$ cat config.mk
export PLATFORM = sky130hd
export DESIGN_NAME = tots_top
export DESIGN_NICKNAME = d
export VERILOG_FILES = /design/src/rtl/tots_pkg.sv /design/src/rtl/tots_ramp_if.sv /design/src/rtl/tots_tick.sv /design/src/rtl/tots_ramp.sv /design/src/rtl/tots_top.sv
export VERILOG_INCLUDE_DIRS = /design/src /design/src/rtl
export SDC_FILE = /design/constraint.sdc
export NUM_CORES = 2
export LEC_CHECK = 0
export ABC_CLOCK_PERIOD_IN_PS = 9000
export BUFFER_PORTS_ARGS = -buffer_cell sky130_fd_sc_hd__buf_2
export CAP_MARGIN = 30
export CORE_MARGIN = 10
export CORE_UTILIZATION = 30
export CTS_CLUSTER_SIZE = 10
export DETAILED_ROUTE_END_ITERATION = 7
export PLACE_DENSITY = 0.56
export SYNTH_ARGS = -nofsm -noshare
export SYNTH_HDL_FRONTEND = slang
export SYNTH_SLANG_ARGS = --single-unit
$ cat constraint.sdc
create_clock -name I_REF_CLK -period 9 [get_ports I_REF_CLK]
set_clock_uncertainty 0.05 [all_clocks]
set_input_delay 0.45 -clock I_REF_CLK [delete_from_list [all_inputs] [get_ports I_REF_CLK]]
set_output_delay 0.45 -clock I_REF_CLK [all_outputs]
set_load 0.01 [all_outputs]
$ cat src/rtl/tots_params.svh
`ifndef TOTS_PARAMS_SVH
`define TOTS_PARAMS_SVH
`define TOTS_CMD_LIMIT     8'h62
`define TOTS_CMD_RESP      8'h63
`define TOTS_CMD_OFFDLY    8'h64
`define TOTS_CMD_FALL      8'h65
`define TOTS_RST_LIMIT     16'hf8c8
`define TOTS_RST_RESP      8'h80
`define TOTS_RST_OFFDLY    16'hf800
`define TOTS_RST_FALL      16'hf004
`define TOTS_CLK_NS        4
`define TOTS_TICK_US       250
`define TOTS_TICK_CYC      (`TOTS_TICK_US * 1000 / `TOTS_CLK_NS)
`define TOTS_OFF_LAT_US    50
`define TOTS_LIMIT_MAX_Q   18'h001fc
`define TOTS_OFFDLY_MAX_Q  18'h001fe
`define TOTS_FALL_MAX_Q    18'h0007f
`define TOTS_RAMP_MIN_Q    18'h00002
`define TOTS_Q_PER_MS      22'h000004
`define TOTS_THR_NUM       22'h000011
`define TOTS_THR_DEN       22'h000014
`define TOTS_ACT_HI        7
`define TOTS_ACT_LO        6
`define TOTS_RTY_HI        5
`define TOTS_RTY_LO        3
`define TOTS_DLY_HI        2
`define TOTS_DLY_LO        0
`define TOTS_ACT_IGNORE    2'h0
`define TOTS_ACT_DELAYED   2'h1
`define TOTS_ACT_NOW       2'h2
`define TOTS_ACT_BAD       2'h3
`define TOTS_RTY_LATCH     3'h0
`define TOTS_RTY_FOREVER   3'h7
`endif

$ cat src/rtl/tots_pkg.sv
package tots_pkg;
  typedef enum logic [2:0] {
    ST_OFF    = 3'h0,
    ST_ONDLY  = 3'h1,
    ST_RISE   = 3'h3,
    ST_ON     = 3'h2,
    ST_OFFDLY = 3'h6,
    ST_FALL   = 3'h7,
    ST_HICCUP = 3'h5,
    ST_LATCH  = 3'h4
  } tots_state_t;

  typedef struct packed {
    logic        ok;
    logic [17:0] q;
  } tots_dec_t;

  // linear word to quarter-millisecond count, exact or not ok
  function automatic tots_dec_t lin_decode(input logic [15:0] w);
    logic signed [6:0] sh;
    logic [4:0]        n;
    logic [31:0]       wide;
    tots_dec_t         r;
    sh = 7'(signed'(w[15:11])) + 7'sd2;
    wide = {21'h0, w[10:0]};
    r.ok = ~w[10];
    r.q = 18'h0;
    if (sh > 7'sd8) begin
      r.ok = r.ok & (w[10:0] == 11'h0);
    end else if (sh >= 7'sd0) begin
      wide = wide << sh[3:0];
      r.q = wide[17:0];
    end else begin
      n = 5'(-sh);
      r.ok = r.ok & ((wide & ((32'h1 << n) - 32'h1)) == 32'h0);
      wide = wide >> n;
      r.q = wide[17:0];
    end
    return r;
  endfunction
endpackage

$ cat src/rtl/tots_ramp_if.sv
`timescale 1ns/1ns
interface tots_ramp_if;
  logic        start;
  logic        down;
  logic [15:0] target;
  logic [31:0] span;
  logic [15:0] level;
  logic        done;
  modport ctrl (output start, output down, output target, output span, input level, input done);
  modport gen  (input start, input down, input target, input span, output level, output done);
endinterface

$ cat src/rtl/tots_tick.sv
`timescale 1ns/1ns
`include "tots_params.svh"
module tots_tick #(
  parameter int unsigned CYCLES = `TOTS_TICK_CYC
) (
  input  wire logic i_clk,
  input  wire logic i_rst,
  input  wire logic i_ce,
  input  wire logic i_clr,
  output logic      o_tick
);
  logic [31:0] cnt;
  logic [31:0] next_cnt;
  logic        next_tick;

  always_comb begin
    next_cnt = cnt + 32'h1;
    next_tick = 1'b0;
    if (i_clr) begin
      next_cnt = 32'h0;
    end else if (cnt >= 32'(CYCLES - 1)) begin
      next_cnt = 32'h0;
      next_tick = 1'b1;
    end
  end

  always_ff @(posedge i_clk) begin
    if (i_rst) begin
      cnt <= 32'h0;
      o_tick <= 1'b0;
    end else if (i_ce) begin
      cnt <= next_cnt;
      o_tick <= next_tick;
    end
  end
endmodule

$ cat src/rtl/tots_ramp.sv
`timescale 1ns/1ns
module tots_ramp (
  input  wire logic i_clk,
  input  wire logic i_rst,
  input  wire logic i_ce,
  tots_ramp_if.gen  rif
);
  logic        active;
  logic        next_active;
  logic [31:0] cnt;
  logic [31:0] next_cnt;
  logic [31:0] acc;
  logic [31:0] next_acc;
  logic [15:0] level;
  logic [15:0] next_level;
  logic        done;
  logic        next_done;
  logic [31:0] sum;

  assign rif.level = level;
  assign rif.done = done;

  // error accumulator spreads steps so the ramp lasts exactly span cycles
  always_comb begin
    next_active = active;
    next_cnt = cnt;
    next_acc = acc;
    next_level = level;
    next_done = 1'b0;
    sum = acc + {16'h0, rif.target};
    if (rif.start) begin
      next_active = 1'b1;
      next_cnt = 32'h0;
      next_acc = 32'h0;
      next_level = rif.down ? rif.target : 16'h0;
    end else if (active) begin
      next_cnt = cnt + 32'h1;
      next_acc = sum;
      if (sum >= rif.span) begin
        next_acc = sum - rif.span;
        next_level = rif.down ? level - 16'h1 : level + 16'h1;
      end
      if (next_cnt >= rif.span) begin
        next_active = 1'b0;
        next_done = 1'b1;
        next_level = rif.down ? 16'h0 : rif.target;
      end
    end
  end

  always_ff @(posedge i_clk) begin
    if (i_rst) begin
      active <= 1'b0;
      cnt <= 32'h0;
      acc <= 32'h0;
      level <= 16'h0;
      done <= 1'b0;
    end else if (i_ce) begin
      active <= next_active;
      cnt <= next_cnt;
      acc <= next_acc;
      level <= next_level;
      done <= next_done;
    end
  end
endmodule

$ cat src/rtl/tots_top.sv
`timescale 1ns/1ns
`include "tots_params.svh"
module tots_top #(
  parameter int unsigned TICK_CYCLES = `TOTS_TICK_CYC
) (
  input  wire logic        I_REF_CLK,
  input  wire logic        I_SYS_RST,
  input  wire logic        I_CE,
  input  wire logic        I_CMD_VALID,
  input  wire logic        I_CMD_WRITE,
  input  wire logic        I_CMD_WORD,
  input  wire logic [7:0]  I_CMD_CODE,
  input  wire logic [15:0] I_CMD_WDATA,
  input  wire logic        I_CLEAR_FAULTS,
  input  wire logic        I_RUN,
  input  wire logic [15:0] I_TON_DELAY,
  input  wire logic [15:0] I_RISE_TIME,
  input  wire logic [15:0] I_VOUT_TARGET,
  input  wire logic [15:0] I_VOUT_SENSE,
  input  wire logic        I_UV_FAULT,
  input  wire logic        I_UV_IGNORE,
  output logic             O_CMD_ACK,
  output logic [15:0]      O_CMD_RDATA,
  output logic             O_POWER_EN,
  output logic [15:0]      O_DAC_REF,
  output logic             O_UV_DETECT_EN,
  output logic             O_OFF,
  output logic             O_NOTA,
  output logic             O_VOUT_SUMMARY,
  output logic             O_TONMAX_FAULT,
  output logic             O_CML_INVALID,
  output logic             O_ALERT
);
  // ****************************************
  // settings registers and command port
  // ****************************************
  logic [15:0]         limit;
  logic [15:0]         next_limit;
  logic [7:0]          resp;
  logic [7:0]          next_resp;
  logic [15:0]         offdly;
  logic [15:0]         next_offdly;
  logic [15:0]         fall;
  logic [15:0]         next_fall;
  logic                next_ack;
  logic [15:0]         next_rdata;
  logic                cmd_bad;
  tots_pkg::tots_dec_t d_wr;

  assign d_wr = tots_pkg::lin_decode(I_CMD_WDATA);

  always_comb begin
    next_limit = limit;
    next_resp = resp;
    next_offdly = offdly;
    next_fall = fall;
    next_ack = 1'b0;
    next_rdata = O_CMD_RDATA;
    cmd_bad = 1'b0;
    if (I_CMD_VALID) begin
      case (I_CMD_CODE)
        `TOTS_CMD_LIMIT: begin
          next_ack = 1'b1;
          next_rdata = limit;
          if (~I_CMD_WORD) begin
            cmd_bad = 1'b1;
          end else if (I_CMD_WRITE) begin
            if (d_wr.ok && d_wr.q <= `TOTS_LIMIT_MAX_Q && ~d_wr.q[0]) begin
              next_limit = I_CMD_WDATA;
            end else begin
              cmd_bad = 1'b1;
            end
          end
        end
        `TOTS_CMD_RESP: begin
          next_ack = 1'b1;
          next_rdata = {8'h0, resp};
          if (I_CMD_WORD) begin
            cmd_bad = 1'b1;
          end else if (I_CMD_WRITE) begin
            if (I_CMD_WDATA[`TOTS_ACT_HI:`TOTS_ACT_LO] == `TOTS_ACT_BAD) begin
              cmd_bad = 1'b1;
            end else begin
              next_resp = I_CMD_WDATA[7:0];
            end
          end
        end
        `TOTS_CMD_OFFDLY: begin
          next_ack = 1'b1;
          next_rdata = offdly;
          if (~I_CMD_WORD) begin
            cmd_bad = 1'b1;
          end else if (I_CMD_WRITE) begin
            if (d_wr.ok && d_wr.q <= `TOTS_OFFDLY_MAX_Q && ~d_wr.q[0]) begin
              next_offdly = I_CMD_WDATA;
            end else begin
              cmd_bad = 1'b1;
            end
          end
        end
        `TOTS_CMD_FALL: begin
          next_ack = 1'b1;
          next_rdata = fall;
          if (~I_CMD_WORD) begin
            cmd_bad = 1'b1;
          end else if (I_CMD_WRITE) begin
            if (d_wr.ok && d_wr.q <= `TOTS_FALL_MAX_Q) begin
              next_fall = I_CMD_WDATA;
            end else begin
              cmd_bad = 1'b1;
            end
          end
        end
        default: begin
          next_ack = 1'b0;
        end
      endcase
    end
  end

  always_ff @(posedge I_REF_CLK) begin
    if (I_SYS_RST) begin
      limit <= `TOTS_RST_LIMIT;
      resp <= `TOTS_RST_RESP;
      offdly <= `TOTS_RST_OFFDLY;
      fall <= `TOTS_RST_FALL;
      O_CMD_ACK <= 1'b0;
      O_CMD_RDATA <= 16'h0;
    end else if (I_CE) begin
      limit <= next_limit;
      resp <= next_resp;
      offdly <= next_offdly;
      fall <= next_fall;
      O_CMD_ACK <= next_ack;
      O_CMD_RDATA <= next_rdata;
    end
  end

  // ****************************************
  // derived timings in quarter milliseconds
  // ****************************************
  tots_pkg::tots_dec_t d_lim;
  tots_pkg::tots_dec_t d_ton;
  tots_pkg::tots_dec_t d_rise;
  tots_pkg::tots_dec_t d_off;
  tots_pkg::tots_dec_t d_fall;
  logic [17:0]         rise_q;
  logic [17:0]         fall_q;
  logic [2:0]          dly_code;
  logic [2:0]          dly_mult;
  logic [21:0]         sd_q;
  logic [21:0]         hic_q;
  logic [1:0]          act;
  logic [2:0]          rty;
  logic                reached;

  assign d_lim = tots_pkg::lin_decode(limit);
  assign d_ton = tots_pkg::lin_decode(I_TON_DELAY);
  assign d_rise = tots_pkg::lin_decode(I_RISE_TIME);
  assign d_off = tots_pkg::lin_decode(offdly);
  assign d_fall = tots_pkg::lin_decode(fall);
  assign rise_q = (d_rise.q < `TOTS_RAMP_MIN_Q) ? `TOTS_RAMP_MIN_Q : d_rise.q;
  assign fall_q = (d_fall.q < `TOTS_RAMP_MIN_Q) ? `TOTS_RAMP_MIN_Q : d_fall.q;
  assign act = resp[`TOTS_ACT_HI:`TOTS_ACT_LO];
  assign rty = resp[`TOTS_RTY_HI:`TOTS_RTY_LO];
  assign dly_code = resp[`TOTS_DLY_HI:`TOTS_DLY_LO];
  assign dly_mult = (dly_code == 3'h0) ? 3'h1 : dly_code;
  assign sd_q = 22'(dly_mult) * `TOTS_Q_PER_MS + 22'h1;
  assign hic_q = 22'(22'(dly_mult) * {4'h0, rise_q});
  assign reached = ({6'h0, I_VOUT_SENSE} * `TOTS_THR_DEN) >= ({6'h0, I_VOUT_TARGET} * `TOTS_THR_NUM);

  // ****************************************
  // sequencer
  // ****************************************
  tots_pkg::tots_state_t state;
  tots_pkg::tots_state_t next_state;
  logic [21:0]           cnt;
  logic [21:0]           next_cnt;
  logic                  tm_on;
  logic                  next_tm_on;
  logic [17:0]           tm_cnt;
  logic [17:0]           next_tm_cnt;
  logic                  fd_on;
  logic                  next_fd_on;
  logic [21:0]           fd_cnt;
  logic [21:0]           next_fd_cnt;
  logic [2:0]            rty_cnt;
  logic [2:0]            next_rty_cnt;
  logic                  rstart;
  logic                  next_rstart;
  logic                  rdown;
  logic                  next_rdown;
  logic [17:0]           rspan_q;
  logic [17:0]           next_rspan_q;
  logic                  next_power;
  logic                  next_uv_en;
  logic                  next_nota;
  logic                  next_vout;
  logic                  next_tonmax;
  logic                  next_cml;
  logic                  shutdown;
  logic                  fault_set;
  logic                  tick;
  tots_ramp_if           rif ();

  assign rif.start = rstart;
  assign rif.down = rdown;
  assign rif.target = I_VOUT_TARGET;
  // span in cycles, independent of target
  assign rif.span = 32'(rspan_q) * 32'(TICK_CYCLES);

  tots_tick #(
    .CYCLES (TICK_CYCLES)
  ) u_tick (
    .i_clk  (I_REF_CLK),
    .i_rst  (I_SYS_RST),
    .i_ce   (I_CE),
    .i_clr  (next_state != state),
    .o_tick (tick)
  );

  tots_ramp u_ramp (
    .i_clk (I_REF_CLK),
    .i_rst (I_SYS_RST),
    .i_ce  (I_CE),
    .rif   (rif)
  );

  always_comb begin
    next_state = state;
    next_cnt = tick ? cnt + 22'h1 : cnt;
    next_tm_on = tm_on;
    next_tm_cnt = (tick && tm_on) ? tm_cnt + 18'h1 : tm_cnt;
    next_fd_on = fd_on;
    next_fd_cnt = (tick && fd_on) ? fd_cnt + 22'h1 : fd_cnt;
    next_rty_cnt = rty_cnt;
    next_rstart = 1'b0;
    next_rdown = rdown;
    next_rspan_q = rspan_q;
    next_power = O_POWER_EN;
    next_uv_en = O_UV_DETECT_EN;
    shutdown = 1'b0;
    fault_set = 1'b0;
    case (state)
      tots_pkg::ST_OFF: begin
        if (I_RUN) begin
          next_state = tots_pkg::ST_ONDLY;
          next_cnt = 22'h0;
        end
      end
      tots_pkg::ST_ONDLY: begin
        if (cnt >= {4'h0, d_ton.q}) begin
          next_state = tots_pkg::ST_RISE;
          next_rstart = 1'b1;
          next_rdown = 1'b0;
          next_rspan_q = rise_q;
          next_power = 1'b1;
          next_tm_on = 1'b1;
          next_tm_cnt = 18'h0;
        end
      end
      tots_pkg::ST_RISE: begin
        if (rif.done) begin
          next_state = tots_pkg::ST_ON;
          next_uv_en = 1'b1;
        end
      end
      tots_pkg::ST_OFFDLY: begin
        if (cnt >= {4'h0, d_off.q}) begin
          next_state = tots_pkg::ST_FALL;
          next_rstart = 1'b1;
          next_rdown = 1'b1;
          next_rspan_q = fall_q;
        end
      end
      tots_pkg::ST_FALL: begin
        if (rif.done) begin
          next_state = tots_pkg::ST_OFF;
          next_power = 1'b0;
        end
      end
      tots_pkg::ST_HICCUP: begin
        if (cnt >= hic_q) begin
          next_state = tots_pkg::ST_ONDLY;
          next_cnt = 22'h0;
        end
      end
      default: begin
        next_state = state;
      end
    endcase
    if (tm_on) begin
      if (reached) begin
        next_tm_on = 1'b0;
        next_fd_on = 1'b0;
        next_rty_cnt = 3'h0;
      end else if (O_UV_DETECT_EN && I_UV_FAULT && ~I_UV_IGNORE) begin
        next_tm_on = 1'b0;
      end else if (d_lim.q != 18'h0 && tm_cnt >= d_lim.q) begin
        next_tm_on = 1'b0;
        fault_set = 1'b1;
        if (act == `TOTS_ACT_DELAYED) begin
          next_fd_on = 1'b1;
          next_fd_cnt = 22'h0;
        end else if (act == `TOTS_ACT_NOW) begin
          shutdown = 1'b1;
        end
      end
    end
    if (fd_on && fd_cnt >= sd_q) begin
      next_fd_on = 1'b0;
      shutdown = ~reached;
    end
    if (shutdown) begin
      next_power = 1'b0;
      next_uv_en = 1'b0;
      next_fd_on = 1'b0;
      next_cnt = 22'h0;
      if (rty == `TOTS_RTY_LATCH || (rty != `TOTS_RTY_FOREVER && rty_cnt >= rty)) begin
        next_state = tots_pkg::ST_LATCH;
      end else begin
        next_state = tots_pkg::ST_HICCUP;
        next_rty_cnt = (rty == `TOTS_RTY_FOREVER) ? rty_cnt : rty_cnt + 3'h1;
      end
    end
    if (~I_RUN) begin
      next_rty_cnt = 3'h0;
      next_tm_on = 1'b0;
      next_fd_on = 1'b0;
      next_uv_en = 1'b0;
      if ((state == tots_pkg::ST_RISE || state == tots_pkg::ST_ON) && ~shutdown) begin
        next_state = tots_pkg::ST_OFFDLY;
        next_cnt = 22'h0;
      end else if (state != tots_pkg::ST_OFFDLY && state != tots_pkg::ST_FALL) begin
        next_state = tots_pkg::ST_OFF;
        next_power = 1'b0;
      end
    end
    next_nota = (O_NOTA & ~I_CLEAR_FAULTS) | fault_set;
    next_vout = (O_VOUT_SUMMARY & ~I_CLEAR_FAULTS) | fault_set;
    next_tonmax = (O_TONMAX_FAULT & ~I_CLEAR_FAULTS) | fault_set;
    next_cml = (O_CML_INVALID & ~I_CLEAR_FAULTS) | cmd_bad;
  end

  always_ff @(posedge I_REF_CLK) begin
    if (I_SYS_RST) begin
      state <= tots_pkg::ST_OFF;
      cnt <= 22'h0;
      tm_on <= 1'b0;
      tm_cnt <= 18'h0;
      fd_on <= 1'b0;
      fd_cnt <= 22'h0;
      rty_cnt <= 3'h0;
      rstart <= 1'b0;
      rdown <= 1'b0;
      rspan_q <= `TOTS_RAMP_MIN_Q;
      O_POWER_EN <= 1'b0;
      O_DAC_REF <= 16'h0;
      O_UV_DETECT_EN <= 1'b0;
      O_OFF <= 1'b1;
      O_NOTA <= 1'b0;
      O_VOUT_SUMMARY <= 1'b0;
      O_TONMAX_FAULT <= 1'b0;
      O_CML_INVALID <= 1'b0;
      O_ALERT <= 1'b0;
    end else if (I_CE) begin
      state <= next_state;
      cnt <= next_cnt;
      tm_on <= next_tm_on;
      tm_cnt <= next_tm_cnt;
      fd_on <= next_fd_on;
      fd_cnt <= next_fd_cnt;
      rty_cnt <= next_rty_cnt;
      rstart <= next_rstart;
      rdown <= next_rdown;
      rspan_q <= next_rspan_q;
      O_POWER_EN <= next_power;
      O_DAC_REF <= next_power ? rif.level : 16'h0;
      O_UV_DETECT_EN <= next_uv_en;
      O_OFF <= ~next_power;
      O_NOTA <= next_nota;
      O_VOUT_SUMMARY <= next_vout;
      O_TONMAX_FAULT <= next_tonmax;
      O_CML_INVALID <= next_cml;
      O_ALERT <= next_nota | next_cml;
    end
  end
endmodule

==> results.cfg <==
[synth]
synth.area.top_cells = dfxtp_1, ha_1, fa_1, nor2_1, a21oi_1
synth_ff_type = dfxtp_1
post-synth-top-area-cell = dfxtp_1
synth_cell_types = 101
yosys.area.top_type_share_pct = 18.0
ys_seq_area_share_pct = 18.0
synth-seq-cells = 302
synth_area_per_cell_um2 = 7.87
synth_nets = 4845
synth_most_common_cell = nor2_1
yosys_warnings = 0
synth-edff-count = 0
ys_top_cells_by_count = nor2_1, ha_1, nand2_1
async_flop_share_pct = 0
syn_inst = 4267
syn-cell-area_um2 = 33600

[sta]
min_period_ns = 8.31
worstMarginPinSlew_ns = 1.05
relSlewSlack_pct = 30.2
setup_viol = 0
max_clock_freq_mhz = 120
setup_ws_ns = 0.686
hold_viol = 0
slew_violations = 0
finalSetupTns_ns = 0
finalCritPeriodShare_pct = 92.4
rsz0062_at_grt = no

[floorplan]
core-area_um2 = 111000
die_w_um = 355
rows = 122
start_util_pct = 30.3
dieArea_um2 = 126000
die_h_um = 355
boundaryPins = 139

[worst_setup_path]
worst_setup_path_start_kind = flip-flop
cpPeakStageDelay_ns = 0.59
path_max_fanout = 32
cp.required_ns = 9.41
endpoint_kind = flip-flop
cpMaxStageDelayCell = dfxtp_1
arrival_ns = 8.72
path_class = reg -> reg

[cts]
post_cts_buffers = 0
clock_path_buffers = 3
clock-root-buffer = clkbuf_16
numCtsBuffers = 40
worstSkewPairLatency_ns = 0.59
htree_levels = 2
path_clk_slew_ns = 0.05
cts_sinks = 302
cts_tree = yes

[placement]
placed_area_um2 = 35700
preCtsSetupSlack_ns = 0.252
place_hpwl_mm = 77.4
gp_congestion = 0.891
io_buffers = 138

[global_route]
grt_pass1_vias = 29400
antenna_found_initial = 5
grt_overflow = 0
grt_pass1_wl_mm = 161
track_usage_pct = 15.2
grt_max_degree = 73

[drt]
drc = 0
postRouteAntennaNets = 0
drtIter0Drc = 2161
drt-vias-per-instance = 5.37
wl_per_cell_um = 17.2
drt_first_pass_iters = 5
vias = 31100
wirelength_mm = 99.7

[run]
maxCapViolCount = 0

[power_and_ir_drop]
powerDensity_nw_per_um2 = 105
ir_worst_vdd_v = 0.000119
leakage_nw = 16.1

[final_layout]
stdcell_area_um2 = 37000
num_antenna_cells = 0
drive_gt1_share_pct = 8.79
syn_to_final_growth_pct = 10.3
finalNetCount = 4870

[min_path]
hold_class = in -> reg

[status]
status = finished, final reports clean
where the power goes:
part           switching [mW]  total, mW  internal [mW]  leakage (nW)
Combinational           0.573      0.950          0.377          13.1
Clock                   0.659       1.58          0.924         0.617
Sequential            0.00853       1.35           1.34          2.43
Total                    1.24       3.88           2.64          16.1
layout by cell type, fill, tap and decap left out, drive strengths merged, types with 126 or more instances in the layout:
master and count:
mux2i 153, nor2 455, buf 201, nand3 139
a21oi 314, nand2 389, inv 182, xnor2 126
o21ai 253, dfxtp 302, ha 393
final cells by class:
| class | instances | area (µm²) |
|---|---|---|
| clock buffer | 52 | 1110 |
| clock inverter | 11 | 171 |
| fill | 11800 | 73800 |
| inverter | 192 | 721 |
| multi-input combinational | 3555 | 25900 |
| sequential | 302 | 6050 |
| tap | 1488 | 1860 |
| timing repair buffer | 201 | 1200 |
flip-flops by register name, indices dropped and copies added (netlist names), 3 cells and up:
name and cells:
fall 16, u_tick.cnt 32, u_ramp.cnt 32, offdly 16, u_ramp.acc 32, state 3, O_CMD_RDATA 16, fd_cnt 22
cnt 22, tm_cnt 18, rspan_q 18, rty_cnt 3, limit 16, resp 8, u_ramp.rif.level 16, O_DAC_REF 16
worst max-delay path, delay by kind of cell (launching register included):
kind	cells	cell delay, ns
AND/OR/NAND/NOR	1	0.19
AO/OA/AOI/OAI	16	3.02
buffers and inverters	4	0.58
flip-flops	1	0.59
adder cells (fa/ha/maj)	8	3.47
XOR/XNOR	1	0.30
metal layers:
layer  GRT usage (%)  up-vias  part of all wire (%)
li1                -    15600                     -
met1            21.4    14700                    48
met2            24.5      751                    44
met3            1.89      119                   5.2
met4            3.33        4                   1.9
met5               0        -                 0.021
stage by stage:
step | utilization (%) | hold slack [ns] | instances | total power [mW]
4_1_cts | 33.4 | 0.155 | 5800 | 3.93
3_5_place_dp | 32.2 | 0.397 | 5737 | 2.32
3_3_place_gp | 32.2 | 0.391 | 5732 | 2.31
5_1_grt | 33.4 | 0.187 | 5801 | 4.09
6_report | 33.4 | 0.192 | 5801 | 3.88
2_1_floorplan | - | 0.379 | 4267 | 2.07
kinds of logic after synthesis:
group / after synthesis / synth area share, %
AO/OA/AOI/OAI: 1143 / 21.9
XOR/XNOR: 240 / 6.39
adder cells (fa/ha/maj): 480 / 19.8
buffers and inverters: 410 / 4.86
flip-flops: 302 / 18.0
multiplexers: 230 / 8.28
AND/OR/NAND/NOR: 1462 / 20.7
path summary, 6_finish.rpt:
kind                   from                   to  slack [ns]  cells after the start
max              rspan_q[3]  u_ramp.rif.level[3]        0.69                     30
min          I_CLEAR_FAULTS       O_TONMAX_FAULT        0.19                      4
max reg2reg      rspan_q[3]  u_ramp.rif.level[3]        0.69                     30
min reg2reg  O_VOUT_SUMMARY       O_VOUT_SUMMARY        0.40                      2
timing repair:
action | 4_1_cts | 5_1_grt
hold buffers | 0 | 0
setup endpoints to repair | 0 | 42
hold endpoints to repair | 0 | 0
gates resized for setup | 0 | 4
(Power assumes the default switching activity.)
